===== config.mk =====
export PLATFORM = sky130hd
export DESIGN_NAME = serial_channel_rx
export DESIGN_NICKNAME = d
export VERILOG_FILES = /design/src/core/serial_channel_pkg.sv /design/src/core/serial_channel_rx.sv
export SDC_FILE = /design/constraint.sdc
export NUM_CORES = 1
export LEC_CHECK = 0
export BUFFER_PORTS_ARGS = -buffer_cell sky130_fd_sc_hd__buf_2
export CORE_MARGIN = 2
export CORE_UTILIZATION = 55
export DETAILED_ROUTE_END_ITERATION = 6
export MAX_ROUTING_LAYER = met4
export PLACE_DENSITY = 0.8
export SYNTH_ARGS = -nofsm -noshare
export SYNTH_HDL_FRONTEND = slang
export SYNTH_SLANG_ARGS = --single-unit
export TNS_END_PERCENT = 10

===== constraint.sdc =====
create_clock -name clk_sys -period 4.17 [get_ports clk_sys]
set_clock_uncertainty 0.05 [all_clocks]
set_input_delay 1.251 -clock clk_sys [delete_from_list [all_inputs] [get_ports clk_sys]]
set_output_delay 1.251 -clock clk_sys [all_outputs]
set_load 0.02 [all_outputs]

===== src/core/serial_channel_pkg.sv =====
// Constants, field layouts and helper functions for the serial receive channel.
// Assumes one system clock; all line-side pins arrive asynchronously.

package serial_channel_pkg;

	// ----------------------------------------
	// Register map
	// ----------------------------------------
	localparam int ADDR_W = 4;
	localparam logic [3:0] ADDR_RX_CTRL = 4'h0;
	localparam logic [3:0] ADDR_MISC_MODE = 4'h1;
	localparam logic [3:0] ADDR_TX_SYNC = 4'h2;
	localparam logic [3:0] ADDR_RX_SYNC = 4'h3;
	localparam logic [3:0] ADDR_AUX = 4'h4;
	localparam logic [3:0] ADDR_STATUS = 4'h5;
	localparam logic [3:0] ADDR_DATA = 4'h6;
	localparam logic [3:0] ADDR_CMD = 4'h7;
	localparam logic [3:0] ADDR_CRC_LO = 4'h8;
	localparam logic [3:0] ADDR_CRC_HI = 4'h9;

	localparam logic [7:0] RX_CTRL_RST = 8'h00;
	localparam logic [7:0] MISC_MODE_RST = 8'h04;
	localparam logic [7:0] SYNC_RST = 8'h00;
	localparam logic [7:0] AUX_RST = 8'h00;
	localparam logic [7:0] FILL_PAD = 8'h00;
	localparam int CMD_CHAN_RESET = 0;
	localparam int CMD_ERR_RESET = 1;
	localparam int MISC_D2 = 2;

	// ----------------------------------------
	// Field codes
	// ----------------------------------------
	localparam logic [1:0] LEN_5 = 2'h0;
	localparam logic [1:0] LEN_7 = 2'h1;
	localparam logic [1:0] LEN_6 = 2'h2;
	localparam logic [1:0] LEN_8 = 2'h3;
	localparam logic [1:0] SYNC_MONO = 2'h0;
	localparam logic [1:0] SYNC_BI = 2'h1;
	localparam logic [1:0] SYNC_SDLC = 2'h2;
	localparam logic [1:0] SYNC_EXT = 2'h3;
	localparam logic [1:0] STOP_SYNC = 2'h0;
	localparam logic [1:0] STOP_ONE_HALF = 2'h2;
	localparam logic [1:0] CLK_1X = 2'h0;
	localparam logic [1:0] CLK_16X = 2'h1;
	localparam logic [1:0] CLK_32X = 2'h2;
	localparam logic [1:0] CLK_64X = 2'h3;
	localparam logic [6:0] DIV_1X = 7'h01;
	localparam logic [6:0] DIV_16X = 7'h10;
	localparam logic [6:0] DIV_32X = 7'h20;
	localparam logic [6:0] DIV_64X = 7'h40;
	localparam logic [3:0] SH_W = 4'h9;
	localparam logic [2:0] FLAG_ONES = 3'h5;
	localparam logic [2:0] ABORT_ONES = 3'h6;
	localparam logic [15:0] CRC_POLY = 16'h1021;
	localparam logic [15:0] CRC_INIT = 16'hffff;
	localparam logic [4:0] PIN_RST = 5'h1f;
	localparam int PIN_CLK = 4;
	localparam int PIN_DATA = 3;
	localparam int PIN_DCD = 2;
	localparam int PIN_CTS = 1;
	localparam int PIN_SYNC = 0;

	// ----------------------------------------
	// Carriers
	// ----------------------------------------
	typedef struct packed {
		logic [1:0] char_len;
		logic auto_en;
		logic hunt;
		logic crc_en;
		logic addr_search;
		logic load_inhibit;
		logic rx_enable;
	} rx_ctrl_type;

	typedef struct packed {
		logic [1:0] clk_mode;
		logic [1:0] sync_mode;
		logic [1:0] stop;
		logic parity_even;
		logic parity_en;
	} misc_mode_type;

	typedef struct packed {
		logic [2:0] spare;
		logic tx_enable;
		logic local_loop;
		logic auto_echo;
		logic sync6;
		logic xtal_osc;
	} aux_type;

	typedef struct packed {
		logic config_err;
		logic parity_err;
		logic frame_err;
		logic overrun;
		logic cts;
		logic dcd;
		logic hunt;
		logic avail;
	} status_type;

	typedef enum logic [3:0] {
		ST_IDLE = 4'b0001,
		ST_START = 4'b0010,
		ST_DATA = 4'b0100,
		ST_STOP = 4'b1000
	} rx_state_type;

	function automatic logic [3:0] char_bits(input logic [1:0] code);
		case (code)
			LEN_5: char_bits = 4'h5;
			LEN_7: char_bits = 4'h7;
			LEN_6: char_bits = 4'h6;
			default: char_bits = 4'h8;
		endcase
	endfunction : char_bits

	function automatic logic [6:0] div_of(input logic [1:0] code);
		case (code)
			CLK_1X: div_of = DIV_1X;
			CLK_16X: div_of = DIV_16X;
			CLK_32X: div_of = DIV_32X;
			default: div_of = DIV_64X;
		endcase
	endfunction : div_of

	// Bytes enter least significant bit first
	function automatic logic [15:0] crc_byte(input logic [15:0] c, input logic [7:0] d);
		logic [15:0] r;
		r = c;
		for (int i = 0; i < 8; i++)
		begin
			r = r[15] ^ d[i] ? ({r[14:0], 1'b0} ^ CRC_POLY) : {r[14:0], 1'b0};
		end
		return r;
	endfunction : crc_byte

endpackage : serial_channel_pkg


===== src/core/serial_channel_rx.sv =====
// Receive side and shared mode configuration of one serial channel.
// Assumes the line clock is slow next to clk_sys so every edge is seen.
//
// The register offsets and the strobed register port are this design's own decisions.
`timescale 1ns/100ps

module serial_channel_rx
	import serial_channel_pkg::*;
(
	input wire logic clk_sys,
	input wire logic sys_rst,
	input wire logic [ADDR_W-1:0] reg_addr,
	input wire logic [7:0] reg_wdata,
	input wire logic reg_wr,
	input wire logic reg_rd,
	input wire logic rx_clk,
	input wire logic rx_data,
	input wire logic carrier_detect_n,
	input wire logic cts_n,
	input wire logic sync_n,
	output logic [7:0] reg_rdata_ff,
	output logic rx_gate_ff,
	output logic tx_gate_ff,
	output logic hunt_exit_ff,
	output logic [15:0] tx_fill_ff,
	output logic tx_fill_16_ff
);

	// ----------------------------------------
	// Pin synchronisers
	// ----------------------------------------
	logic [4:0] pin_s1_ff;
	logic [4:0] pin_s2_ff;
	logic rclk_d_ff;

	always_ff @(posedge clk_sys)
	begin
		if (sys_rst)
		begin
			pin_s1_ff <= PIN_RST;
			pin_s2_ff <= PIN_RST;
			rclk_d_ff <= 1'b1;
		end
		else
		begin
			pin_s1_ff <= {rx_clk, rx_data, carrier_detect_n, cts_n, sync_n};
			pin_s2_ff <= pin_s1_ff;
			rclk_d_ff <= pin_s2_ff[PIN_CLK];
		end
	end

	logic din;
	logic rclk_edge;
	assign din = pin_s2_ff[PIN_DATA];
	assign rclk_edge = pin_s2_ff[PIN_CLK] & ~rclk_d_ff;

	// ----------------------------------------
	// Configuration registers
	// ----------------------------------------
	rx_ctrl_type rx_ctrl_ff;
	misc_mode_type misc_ff;
	aux_type aux_ff;
	logic [7:0] tx_sync_ff;
	logic [7:0] rx_sync_ff;
	logic chan_reset;
	logic err_reset;
	logic hunt_cmd;

	assign chan_reset = reg_wr && reg_addr == ADDR_CMD && reg_wdata[CMD_CHAN_RESET];
	assign err_reset = reg_wr && reg_addr == ADDR_CMD && reg_wdata[CMD_ERR_RESET];
	// Hunt bit is a command; enabling the receiver also restarts the hunt
	assign hunt_cmd = reg_wr && reg_addr == ADDR_RX_CTRL
		&& (reg_wdata[4] || (reg_wdata[0] && !rx_ctrl_ff.rx_enable));

	always_ff @(posedge clk_sys)
	begin
		if (sys_rst || chan_reset)
		begin
			rx_ctrl_ff <= RX_CTRL_RST;
			misc_ff <= MISC_MODE_RST;
			aux_ff <= AUX_RST;
		end
		else if (reg_wr)
		begin
			if (reg_addr == ADDR_RX_CTRL)
				rx_ctrl_ff <= {reg_wdata[7:5], 1'b0, reg_wdata[3:0]};
			if (reg_addr == ADDR_MISC_MODE)
				misc_ff <= reg_wdata;
			if (reg_addr == ADDR_AUX)
				aux_ff <= {3'h0, reg_wdata[4:0]};
		end
	end

	// Sync characters survive a channel reset, like other pattern storage
	always_ff @(posedge clk_sys)
	begin
		if (sys_rst)
		begin
			tx_sync_ff <= SYNC_RST;
			rx_sync_ff <= SYNC_RST;
		end
		else if (reg_wr && reg_addr == ADDR_TX_SYNC)
			tx_sync_ff <= reg_wdata;
		else if (reg_wr && reg_addr == ADDR_RX_SYNC)
			rx_sync_ff <= reg_wdata;
	end

	// ----------------------------------------
	// Mode decode
	// ----------------------------------------
	logic is_sync;
	logic is_ext;
	logic is_bi;
	logic is_sdlc;
	logic rx_on;
	logic [6:0] div;
	logic [3:0] len;
	logic [3:0] total;

	assign is_sync = misc_ff.stop == STOP_SYNC;
	assign is_ext = is_sync && misc_ff.sync_mode == SYNC_EXT;
	assign is_bi = is_sync && misc_ff.sync_mode == SYNC_BI;
	assign is_sdlc = is_sync && (misc_ff.sync_mode == SYNC_SDLC
		|| (is_ext && misc_ff.clk_mode == CLK_64X));
	assign div = (!is_sync || is_ext) ? div_of(misc_ff.clk_mode) : DIV_1X;
	assign len = char_bits(rx_ctrl_ff.char_len);
	assign total = len + {3'h0, misc_ff.parity_en && !is_sync};
	// Carrier loss stops the receiver only when auto enables are on
	assign rx_on = rx_ctrl_ff.rx_enable
		&& !(rx_ctrl_ff.auto_en && pin_s2_ff[PIN_DCD] && !aux_ff.local_loop);

	// ----------------------------------------
	// Bit timing and framing
	// ----------------------------------------
	rx_state_type state_ff;
	logic [6:0] cnt_ff;
	logic start_det;
	logic bit_tick;

	assign start_det = rclk_edge && !is_sync && state_ff == ST_IDLE && !din;
	assign bit_tick = rx_on && rclk_edge && cnt_ff == 7'h00 && (is_sync || state_ff != ST_IDLE);

	always_ff @(posedge clk_sys)
	begin
		if (sys_rst || !rx_on)
			cnt_ff <= 7'h00;
		else if (start_det)
			cnt_ff <= (div == DIV_1X) ? 7'h00 : (div >> 1) - DIV_1X;
		else if (rclk_edge)
			cnt_ff <= (cnt_ff == 7'h00) ? div - DIV_1X : cnt_ff - DIV_1X;
	end

	logic [8:0] sh_ff;
	logic [3:0] bit_cnt_ff;
	logic [8:0] sh_nxt;
	assign sh_nxt = {din, sh_ff[8:1]};

	always_ff @(posedge clk_sys)
	begin
		if (sys_rst || !rx_on)
			state_ff <= ST_IDLE;
		else if (is_sync)
			state_ff <= ST_DATA;
		else
		begin
			unique case (state_ff)
				ST_IDLE: if (start_det) state_ff <= (div == DIV_1X) ? ST_DATA : ST_START;
				ST_START: if (bit_tick) state_ff <= din ? ST_IDLE : ST_DATA;
				ST_DATA: if (bit_tick && bit_cnt_ff + 4'h1 >= total) state_ff <= ST_STOP;
				ST_STOP: if (bit_tick) state_ff <= ST_IDLE;
			endcase
		end
	end

	// ----------------------------------------
	// Hunt, zero deletion and assembly
	// ----------------------------------------
	logic hunt_ff;
	logic [15:0] hist_ff;
	logic [2:0] ones_ff;
	logic addr_phase_ff;
	logic rej_ff;
	logic [15:0] hist_nxt;
	logic mono_hit;
	logic ext_pin;
	logic sync_hit;
	logic flag_hit;
	logic abort_hit;
	logic zero_del;
	logic addr_miss;

	assign hist_nxt = {din, hist_ff[15:1]};
	assign mono_hit = aux_ff.sync6 ? hist_nxt[15:10] == rx_sync_ff[5:0] : hist_nxt[15:8] == rx_sync_ff;
	// Crystal option holds the internal sync signal active
	assign ext_pin = !pin_s2_ff[PIN_SYNC] || aux_ff.xtal_osc;
	assign flag_hit = is_sdlc && (hist_nxt[15:8] == rx_sync_ff || (is_ext && ext_pin));
	assign abort_hit = is_sdlc && din && ones_ff == ABORT_ONES;
	assign zero_del = is_sdlc && !din && ones_ff == FLAG_ONES;

	always_comb
	begin
		if (is_sdlc)
			sync_hit = flag_hit;
		else if (is_ext)
			sync_hit = ext_pin || (misc_ff.clk_mode == CLK_32X && mono_hit);
		else if (is_bi)
			sync_hit = aux_ff.sync6 ? hist_nxt[15:4] == {rx_sync_ff[5:0], tx_sync_ff[5:0]}
				: hist_nxt == {rx_sync_ff, tx_sync_ff};
		else
			sync_hit = mono_hit;
	end

	logic sync_done;
	assign sync_done = is_sync && bit_tick && !hunt_ff && !abort_hit && !flag_hit && !zero_del
		&& bit_cnt_ff + 4'h1 >= len;

	always_ff @(posedge clk_sys)
	begin
		if (sys_rst || chan_reset)
		begin
			hunt_ff <= 1'b1;
			sh_ff <= 9'h000;
			bit_cnt_ff <= 4'h0;
			hist_ff <= 16'h0000;
			ones_ff <= 3'h0;
			addr_phase_ff <= 1'b1;
			rej_ff <= 1'b0;
			hunt_exit_ff <= 1'b0;
		end
		else
		begin
			hunt_exit_ff <= 1'b0;
			if (!rx_on)
				bit_cnt_ff <= 4'h0;
			else if (is_sync && bit_tick)
			begin
				hist_ff <= hist_nxt;
				ones_ff <= !din ? 3'h0 : (ones_ff == ABORT_ONES) ? ABORT_ONES : ones_ff + 3'h1;
				if (hunt_ff)
				begin
					if (sync_hit)
					begin
						hunt_ff <= 1'b0;
						hunt_exit_ff <= 1'b1;
						bit_cnt_ff <= 4'h0;
						addr_phase_ff <= 1'b1;
						rej_ff <= 1'b0;
					end
				end
				else if (abort_hit)
					hunt_ff <= 1'b1;
				else if (flag_hit)
				begin
					bit_cnt_ff <= 4'h0;
					addr_phase_ff <= 1'b1;
					rej_ff <= 1'b0;
				end
				else if (!zero_del)
				begin
					sh_ff <= sh_nxt;
					bit_cnt_ff <= sync_done ? 4'h0 : bit_cnt_ff + 4'h1;
					if (sync_done && is_sdlc)
						addr_phase_ff <= 1'b0;
					if (sync_done && addr_miss)
						rej_ff <= 1'b1;
				end
			end
			else if (!is_sync && bit_tick)
			begin
				if (state_ff == ST_DATA)
				begin
					sh_ff <= sh_nxt;
					bit_cnt_ff <= bit_cnt_ff + 4'h1;
				end
				else if (state_ff == ST_STOP)
					bit_cnt_ff <= 4'h0;
			end
			if (hunt_cmd)
				hunt_ff <= 1'b1;
		end
	end

	// ----------------------------------------
	// Delivery, stripping and address check
	// ----------------------------------------
	logic async_done;
	logic [8:0] aligned;
	logic [7:0] deliv_byte;
	logic parity_bad;
	logic strip;
	logic accept;

	assign async_done = !is_sync && bit_tick && state_ff == ST_STOP;
	// Unused upper positions read as ones in async framing
	assign aligned = (sh_ff >> (SH_W - total)) | (9'h1ff << total);
	assign deliv_byte = is_sync ? sh_nxt[8:1] : aligned[7:0];
	assign parity_bad = misc_ff.parity_en
		&& ((^(sh_ff >> (SH_W - total))) == misc_ff.parity_even);
	assign strip = rx_ctrl_ff.load_inhibit && !is_sdlc && deliv_byte == tx_sync_ff
		&& !(is_bi && aux_ff.sync6);
	// Upper nibble compare gives sixteen matching stations
	assign addr_miss = is_sdlc && addr_phase_ff && rx_ctrl_ff.addr_search
		&& (rx_ctrl_ff.load_inhibit ? deliv_byte[7:4] != tx_sync_ff[7:4]
		: deliv_byte != tx_sync_ff);
	assign accept = (sync_done || async_done) && !strip && !addr_miss && !(is_sdlc && rej_ff);

	// ----------------------------------------
	// Receive CRC
	// ----------------------------------------
	logic [15:0] crc_ff;

	always_ff @(posedge clk_sys)
	begin
		if (sys_rst || chan_reset || hunt_exit_ff || (is_sync && bit_tick && flag_hit))
			crc_ff <= CRC_INIT;
		else if (accept && is_sync && (is_sdlc || rx_ctrl_ff.crc_en))
			crc_ff <= crc_byte(crc_ff, deliv_byte);
	end

	// ----------------------------------------
	// Data and status; a set beats a clear in the same cycle
	// ----------------------------------------
	logic [7:0] rx_byte_ff;
	status_type st_ff;
	logic data_rd;
	assign data_rd = reg_rd && reg_addr == ADDR_DATA;

	always_ff @(posedge clk_sys)
	begin
		if (sys_rst || chan_reset)
		begin
			rx_byte_ff <= 8'h00;
			st_ff <= '0;
		end
		else
		begin
			if (accept)
				rx_byte_ff <= deliv_byte;
			st_ff.avail <= accept || (st_ff.avail && !data_rd);
			st_ff.overrun <= (accept && st_ff.avail && !data_rd) || (st_ff.overrun && !err_reset);
			st_ff.frame_err <= (accept && async_done && !din) || (st_ff.frame_err && !err_reset);
			st_ff.parity_err <= (accept && async_done && parity_bad) || (st_ff.parity_err && !err_reset);
			st_ff.config_err <= misc_ff.stop == STOP_ONE_HALF && misc_ff.clk_mode == CLK_1X;
			st_ff.cts <= !pin_s2_ff[PIN_CTS];
			st_ff.dcd <= !pin_s2_ff[PIN_DCD];
			st_ff.hunt <= hunt_ff && is_sync;
		end
	end

	// ----------------------------------------
	// Gates and transmit fill
	// ----------------------------------------
	always_ff @(posedge clk_sys)
	begin
		if (sys_rst)
		begin
			rx_gate_ff <= 1'b0;
			tx_gate_ff <= 1'b0;
			tx_fill_ff <= 16'h0000;
			tx_fill_16_ff <= 1'b0;
		end
		else
		begin
			rx_gate_ff <= rx_on;
			tx_gate_ff <= aux_ff.tx_enable && !(rx_ctrl_ff.auto_en && pin_s2_ff[PIN_CTS]
				&& !aux_ff.local_loop && !aux_ff.auto_echo);
			tx_fill_ff <= is_bi ? {rx_sync_ff, tx_sync_ff}
				: {FILL_PAD, is_sdlc ? rx_sync_ff : tx_sync_ff};
			tx_fill_16_ff <= is_bi;
		end
	end

	// ----------------------------------------
	// Register read port
	// ----------------------------------------
	always_ff @(posedge clk_sys)
	begin
		if (sys_rst || !reg_rd)
			reg_rdata_ff <= 8'h00;
		else
		begin
			case (reg_addr)
				ADDR_STATUS: reg_rdata_ff <= st_ff;
				ADDR_DATA: reg_rdata_ff <= rx_byte_ff;
				ADDR_CRC_LO: reg_rdata_ff <= crc_ff[7:0];
				ADDR_CRC_HI: reg_rdata_ff <= crc_ff[15:8];
				default: reg_rdata_ff <= 8'h00;
			endcase
		end
	end

	// ----------------------------------------
	// Assertions
	// ----------------------------------------
	property p_pad_ones;
		@(posedge clk_sys) disable iff (sys_rst)
		accept && !is_sync && rx_ctrl_ff.char_len == LEN_5 && !misc_ff.parity_en |=> rx_byte_ff[7:5] == 3'h7;
	endproperty
	a_pad_ones: assert property (p_pad_ones) else $error("async pad not ones");

	property p_dcd_gate;
		@(posedge clk_sys) disable iff (sys_rst)
		rx_ctrl_ff.auto_en && pin_s2_ff[PIN_DCD] && !aux_ff.local_loop |=> !rx_gate_ff;
	endproperty
	a_dcd_gate: assert property (p_dcd_gate) else $error("receiver open without carrier");

	property p_cts_free;
		@(posedge clk_sys) disable iff (sys_rst)
		aux_ff.tx_enable && !rx_ctrl_ff.auto_en |=> tx_gate_ff;
	endproperty
	a_cts_free: assert property (p_cts_free) else $error("transmit gated without auto enables");

	property p_hunt_exit;
		@(posedge clk_sys) disable iff (sys_rst)
		rx_on && is_sync && bit_tick && hunt_ff && sync_hit && !hunt_cmd && !chan_reset
		|=> !hunt_ff && hunt_exit_ff ##1 st_ff.hunt == 1'b0;
	endproperty
	a_hunt_exit: assert property (p_hunt_exit) else $error("hunt not left on match");

	property p_chan_reset;
		@(posedge clk_sys) disable iff (sys_rst)
		chan_reset |=> !rx_ctrl_ff.rx_enable && misc_ff[MISC_D2] ##1 !rx_gate_ff;
	endproperty
	a_chan_reset: assert property (p_chan_reset) else $error("reset left receiver or D2 wrong");

	property p_strip;
		@(posedge clk_sys) disable iff (sys_rst)
		(sync_done || async_done) && strip |=> $stable(rx_byte_ff) && $stable(crc_ff);
	endproperty
	a_strip: assert property (p_strip) else $error("stripped byte delivered");

	property p_addr_reject;
		@(posedge clk_sys) disable iff (sys_rst)
		sync_done && addr_miss && !st_ff.avail |=> !st_ff.avail && rej_ff;
	endproperty
	a_addr_reject: assert property (p_addr_reject) else $error("foreign address accepted");

	property p_ratio;
		@(posedge clk_sys) disable iff (sys_rst)
		is_sync && !is_ext |-> div == DIV_1X;
	endproperty
	a_ratio: assert property (p_ratio) else $error("sync mode not at 1X");

endmodule : serial_channel_rx


Word-level counts from Yosys, hierarchy flattened
Index checks and enable logic that the tools add are counted.
{ "totals": {"ff_bits": 153, "input_bits": 21} }
{ "classes": {"add_sub_neg": 7, "magnitude_cmp": 2, "eq_ne": 52, "n_shift": 2, "muxes": 68, "bitwise": 24, "reduce_logical": 140} }
{ "op_table": {"columns": ["cell", "count"], "rows": [
  ["$mux W13", 8],
  ["$logic_and A1 B1 Y1", 71],
  ["$mux W9", 7],
  ["$mux W4", 14],
  ["$mux W7", 5],
  ["$pmux W8 S4", 1],
  ["$mux W8", 3],
  ["$not A3 Y3", 8],
  ["$logic_not A1 Y1", 23],
  ["$mux W1", 22],
  ["$ne A3 B3 Y1 const B", 7],
  ["$pmux W7 S3", 1],
  ["$eq A4 B3 Y1 const B", 5],
  ["$logic_or A1 B1 Y1", 18],
  ["$ne A2 B2 Y1 const B", 9],
  ["$eq A16 B16 Y1", 1],
  ["$eq A8 B8 Y1", 2],
  ["$pmux W4 S4", 1],
  ["$mux W3", 5],
  ["$sub A7 B1 Y7 const B", 2],
  ["$eq A12 B12 Y1", 1],
  ["$eq A2 B2 Y1 const B", 6],
  ["$eq A4 B2 Y1 const B", 3],
  ["$eq A4 B4 Y1 const B", 3],
  ["37 further kinds", 69]
]} }

Longest topological paths before layout
{ "logic_depth": {"depth_word": 24, "mapped_depth": 21, "mapped_depth_nobuf": 18} }

Least setup slack after synthesis
Ideal clock, no wire load.
{ "synth_path": {"path_type": "register to register", "start": "register rx_ctrl_ff[7] in the netlist's numbering", "end": "register crc_ff[12]", "arrival_ns": 4.099, "slack_ns": -0.131, "stages_incl_launch_ff": 22, "path_buffers": 3, "synth_period_minus_slack_ns": 4.301, "path_cell_list": "dfxtp_1 -> inv_1 -> ha_1 -> clkbuf_2 -> nor2_1 -> nor2_1 -> inv_1 -> fa_1 -> inv_1 -> nor2_1 -> ha_1 -> nand2b_1 -> clkbuf_1 -> nor2_1 -> mux2i_1 -> a31oi_1 -> xor2_1 -> o41ai_2 -> a211o_2 -> buf_2 -> a211oi_1 -> a31oi_1"} }
{ "synth_between": {"elab_chain_len": 17} }
{ "synth_rtl": {"columns": ["item", "line_no", "rtl"], "rows": [
  ["start, declared", "serial_channel_rx.sv:60", "rx_ctrl_type rx_ctrl_ff;"],
  ["start signal, assigned", "serial_channel_rx.sv:86", "rx_ctrl_ff <= {reg_wdata[7:5], 1'b0, reg_wdata[3:0]};"],
  ["$eq A2 B2 Y1, or another cell as far along", "serial_channel_pkg.sv:112", "case (code)"],
  ["$pmux W4 S3 (*)", "serial_channel_pkg.sv:112", null],
  ["$add A4 B1 Y4", "serial_channel_rx.sv:127", "assign total = len + {3'h0, misc_ff.parity_en && !is_sync};"],
  ["$sub A4 B4 Y4", "serial_channel_rx.sv:295", "assign aligned = (sh_ff >> (SH_W - total)) | (9'h1ff << total);"],
  ["$shr A9 B4 Y9", null, null],
  ["$or A8 B8 Y8", "serial_channel_rx.sv:295", null],
  ["$mux W8", "serial_channel_rx.sv:296", "assign deliv_byte = is_sync ? sh_nxt[8:1] : aligned[7:0];"],
  ["$xor A1 B1 Y1", "serial_channel_pkg.sv:135", "r = r[15] ^ d[i] ? ({r[14:0], 1'b0} ^ CRC_POLY) : {r[14:0], 1'b0};"],
  ["$mux W13 (7 in series)", "serial_channel_pkg.sv:135", null],
  ["$not A3 Y3 (no line)", null, null],
  ["$mux W13", "serial_channel_pkg.sv:135", null],
  ["end signal, assigned", "serial_channel_rx.sv:317", "crc_ff <= crc_byte(crc_ff, deliv_byte);"],
  ["end, declared", "serial_channel_rx.sv:310", "logic [15:0] crc_ff;"]
]} }
Mark *: on every way between the ends. The rest lies on a longest branch, timed or not.
A chain may end at the register's enable or synchronous reset.

Final worst setup path
{ "layout_path": {"start": "register rx_ctrl_ff[6] in the netlist's numbering", "end": "register st_ff[4] in the netlist's numbering"} }
{ "layout_between": {"elab_chain_len": 17} }
{ "layout_rtl": {"columns": ["item", "line_no", "rtl"], "rows": [
  ["$eq A2 B2 Y1, or another cell as far along", "serial_channel_pkg.sv:112", null],
  ["$pmux W4 S3 (*)", "serial_channel_pkg.sv:112", null],
  ["$add A4 B1 Y4", "serial_channel_rx.sv:127", null],
  ["$sub A4 B4 Y4", "serial_channel_rx.sv:295", null],
  ["$shr A9 B4 Y9", null, null],
  ["$or A8 B8 Y8", "serial_channel_rx.sv:295", null],
  ["$mux W8", "serial_channel_rx.sv:296", null],
  ["$eq A8 B8 Y1", "serial_channel_rx.sv:299", "assign strip = rx_ctrl_ff.load_inhibit && !is_sdlc && deliv_byte == tx_sync_ff"],
  ["$logic_and A1 B1 Y1", "serial_channel_rx.sv:299", null],
  ["$logic_and A1 B1 Y1", "serial_channel_rx.sv:300", "&& !(is_bi && aux_ff.sync6);"],
  ["$logic_not A1 Y1", "serial_channel_rx.sv:305", "assign accept = (sync_done || async_done) && !strip && !addr_miss && !(is_sdlc && rej_ff);"],
  ["$logic_and A1 B1 Y1", "serial_channel_rx.sv:305", null],
  ["$logic_and A1 B1 Y1 (*) (2 in series)", "serial_channel_rx.sv:305", null],
  ["$logic_and A1 B1 Y1 (*) (2 in series)", "serial_channel_rx.sv:340", "st_ff.overrun <= (accept && st_ff.avail && !data_rd) || (st_ff.overrun && !err_reset);"],
  ["$logic_or A1 B1 Y1 (*)", "serial_channel_rx.sv:340", null],
  ["end, declared", "serial_channel_rx.sv:324", "status_type st_ff;"]
]} }
Marks and branches as above.

==> run metrics <==
Slew Viols, Final=0; final hold viol count=0; worst vdd ir=between 0.3 and 0.4 mV; Vias/cell=about 6.3; Remaining DRCs=0; Post-Place Worst Slack=-0.0796 ns; Post-Synthesis Cells=1,003; worst-path maximum fanout=7; Synth warnings=0; CTS Root Cell=clkbuf_16; number of synthesized flops with an enable pin=0; minimum clock period=~4 ns; most common cell after layout, fill and taps aside=dfxtp_1; Initial Util=between 50% and 60%; H-tree levels=4; DP HPWL=17.1 mm; Area Overhead vs Synth=19.6%; Required @ worst endpoint=~4.4 ns; FF+latch area=between 0.003 and 0.004 mm^2; Worst-path clk slew=~0.07 ns; Die H=around 130 um; first-pass GRT wire length=38.3 mm; sequential cell area fraction in the yosys report=35.9%; critical path class=reg2reg; share of flip-flops with an asynchronous set or reset=0%; Tcrit/Tclk final=between 90% and 100%; hold buffers post-CTS=0; initial antenna violation count=0; mapped cell area=roughly 0.0085 mm^2; R2R setup slack=between 0.06 and 0.07 ns; Setup WS post-layout=0.0627 ns; Main synth FF type=dfxtp_1; Ports=49; layout cells sized above 1=22.9%; Placed Area=0.00918 mm^2; Fmax=between 200 and 250 MHz; Congestion Overflow GR=0; routed vias=about 8,100; largest buffer count on any clock path=2; core area=0.0151 mm^2; Synth Register Bits=152; Hold Crit Class=reg2reg; die width=128 um; cts bufs inserted=17; TritonCTS clock tree=yes; Worst setup SP type=flop; Slew @ Worst Pin=0.682 ns; pin count of the biggest net entering global routing=~40; IO Port Bufs=48; Slew HR=a little over half; WP data arrival=between 4 and 5 ns; # setup viols final=0; footprint of the multi-input gates=between 0.005 and 0.006 mm^2; max-cap violation count=0; Setup crit end kind=flop; PwrDens=about 320 mW/mm^2; gr usage total=between 30% and 40%; die area=0.0164 mm^2; commonest non-fill, non-tap cells in the layout=dfxtp_1 (150), nor2_1 (100), nand2_1 (85); syn nets=~1,000; run status=complete, no violations; vias in the first global route=roughly 7,500; final wirelength=~25 mm; Setup TNS=0 ns; Routability Congestion=0.984; row cnt=between 40 and 50; drt wl/cell=approximately 19 um; fin area=slightly above 0.01 mm^2; Final #Nets=around 1,100; ANT nets after route=0; Clock Sinks=152; initial DRC count=869; clock latency on the worst-skew pair=approximately 0.43 ns; DRT Pass-1 Iters=5; synth unique cells=93; syn_area_per_cell=around 8.5 um^2; final core utilization=between 60% and 70%; filler cell count in the final layout=between 1,000 and 1,500; leakage=4.09 nW; ANT cells=0
## worst max-delay path, stage by stage (launching register included)
cell and delay, ns:
dfxtp_4 0.37, inv_4 0.07, ha_4 0.12, nor2_1 0.05, nor2_2 0.11, inv_2 0.05
fa_1 0.57, buf_6 0.14, buf_4 0.12, mux2i_4 0.26, buf_4 0.17, nor2_1 0.04
mux2i_1 0.30, nand4_1 0.15, and4b_1 0.28, and3_2 0.25, a211oi_4 0.30, buf_6 0.18
buf_4 0.13, nor2_1 0.05, a32o_1 0.25
## through the flow
stage	power, mW	std cells	hold slack (ns)
3_3_place_gp	1.70	1243	0.341
5_1_grt	3.30	1290	0.373
6_report	3.22	1290	0.357
2_1_floorplan	1.63	1003	0.335
4_1_cts	3.20	1278	0.359
3_5_place_dp	1.70	1243	0.344
## what timing repair did
item                                    in CTS  in global routing
gates cloned                                 0                  2
pin swaps                                    7                 14
resized for setup                            7                 48
buffers inserted                             3                 10
endpoints found under the setup margin      21                 29
## registers in the layout (all words and copies together), names as in the netlist, 7 cells and up
signal,cells
crc_ff,16
tx_fill_ff,16
hist_ff,15
sh_ff,9
misc_ff,8
reg_rdata_ff,8
rx_byte_ff,8
rx_sync_ff,8
st_ff,8
tx_sync_ff,8
cnt_ff,7
rx_ctrl_ff,7
## cells in the mapped netlist (4+ instances only)
| library cell | instances | area share, % |
|---|---|---|
| mux2_2 | 4 | 0.53 |
| a21oi_1 | 76 | 4.5 |
| nor4_1 | 16 | 1.2 |
| and2_1 | 10 | 0.74 |
| nand4_1 | 7 | 0.52 |
| ha_1 | 19 | 2.8 |
| nor2b_1 | 10 | 0.74 |
| nor3_1 | 23 | 1.4 |
| o22ai_1 | 5 | 0.37 |
| nand2b_1 | 10 | 0.74 |
| a31oi_1 | 17 | 1.3 |
| or4_1 | 4 | 0.35 |
| a21o_1 | 9 | 0.80 |
| or3_1 | 7 | 0.52 |
| o21ai_1 | 5 | 0.29 |
| o21ai_0 | 36 | 2.1 |
| inv_1 | 22 | 0.97 |
| a22o_1 | 9 | 0.93 |
| nor2_1 | 104 | 4.6 |
| clkbuf_1 | 45 | 2.0 |
| nand3_1 | 36 | 2.1 |
| mux2i_1 | 63 | 7.4 |
| a222oi_1 | 5 | 0.59 |
| a211oi_1 | 12 | 1.1 |
| nand3b_1 | 7 | 0.62 |
| or2_2 | 14 | 1.0 |
| xor2_1 | 44 | 4.5 |
| nand2_1 | 86 | 3.8 |
| o211ai_1 | 19 | 1.7 |
| dfxtp_1 | 152 | 36 |
| o31ai_1 | 10 | 0.89 |
| buf_2 | 5 | 0.29 |
| xnor2_1 | 24 | 2.5 |
## routing by layer
metal,global-route usage [%],wire (um),vias to the layer above
met4,12.1,904,0
li1,-,-,3773
met2,49.2,11900,382
met1,37.2,10000,3857
met5,-,0,-
met3,6.59,1880,81
## area by class of cell
class / instances / area share [%]
clock inverter: 14 / 1.38
multi-input combinational: 766 / 52.6
clock buffer: 18 / 4.33
inverter: 23 / 0.900
timing repair buffer: 129 / 8.45
sequential: 152 / 30.0
tap: 188 / 2.32
## worst paths after layout
check,startpoint,endpoint,depth (start not counted)
setup / recovery,rx_ctrl_ff[6]$_SDFFE_PP0P_,st_ff[4]$_SDFF_PP0_,20
hold reg to reg,pin_s1_ff[1]$_SDFF_PP1_,pin_s2_ff[1]$_SDFF_PP1_,1
setup reg to reg,rx_ctrl_ff[6]$_SDFFE_PP0P_,st_ff[4]$_SDFF_PP0_,20
hold / removal,pin_s1_ff[1]$_SDFF_PP1_,pin_s2_ff[1]$_SDFF_PP1_,1
## where the power goes
part	switching (mW)	total [mW]	leakage (nW)	internal (mW)
combinational	0.135	0.221	2.58	0.0863
clock	0.672	1.52	0.273	0.851
sequential	0.0101	1.47	1.23	1.46
total	0.817	3.22	4.09	2.40
## cell families (layout without fill, tap and decap cells)
logic type | Yosys count | after routing | synth area share, %
compound gates | 243 | 244 | 19.2
xor+xnor | 70 | 70 | 7.48
fa+ha+maj | 21 | 21 | 3.27
buf+inv | 86 | 184 | 4.63
flops | 152 | 152 | 35.9
mux | 68 | 68 | 8.10
simple gates | 363 | 363 | 21.5
No activity file was read; power rests on OpenSTA's default activity.
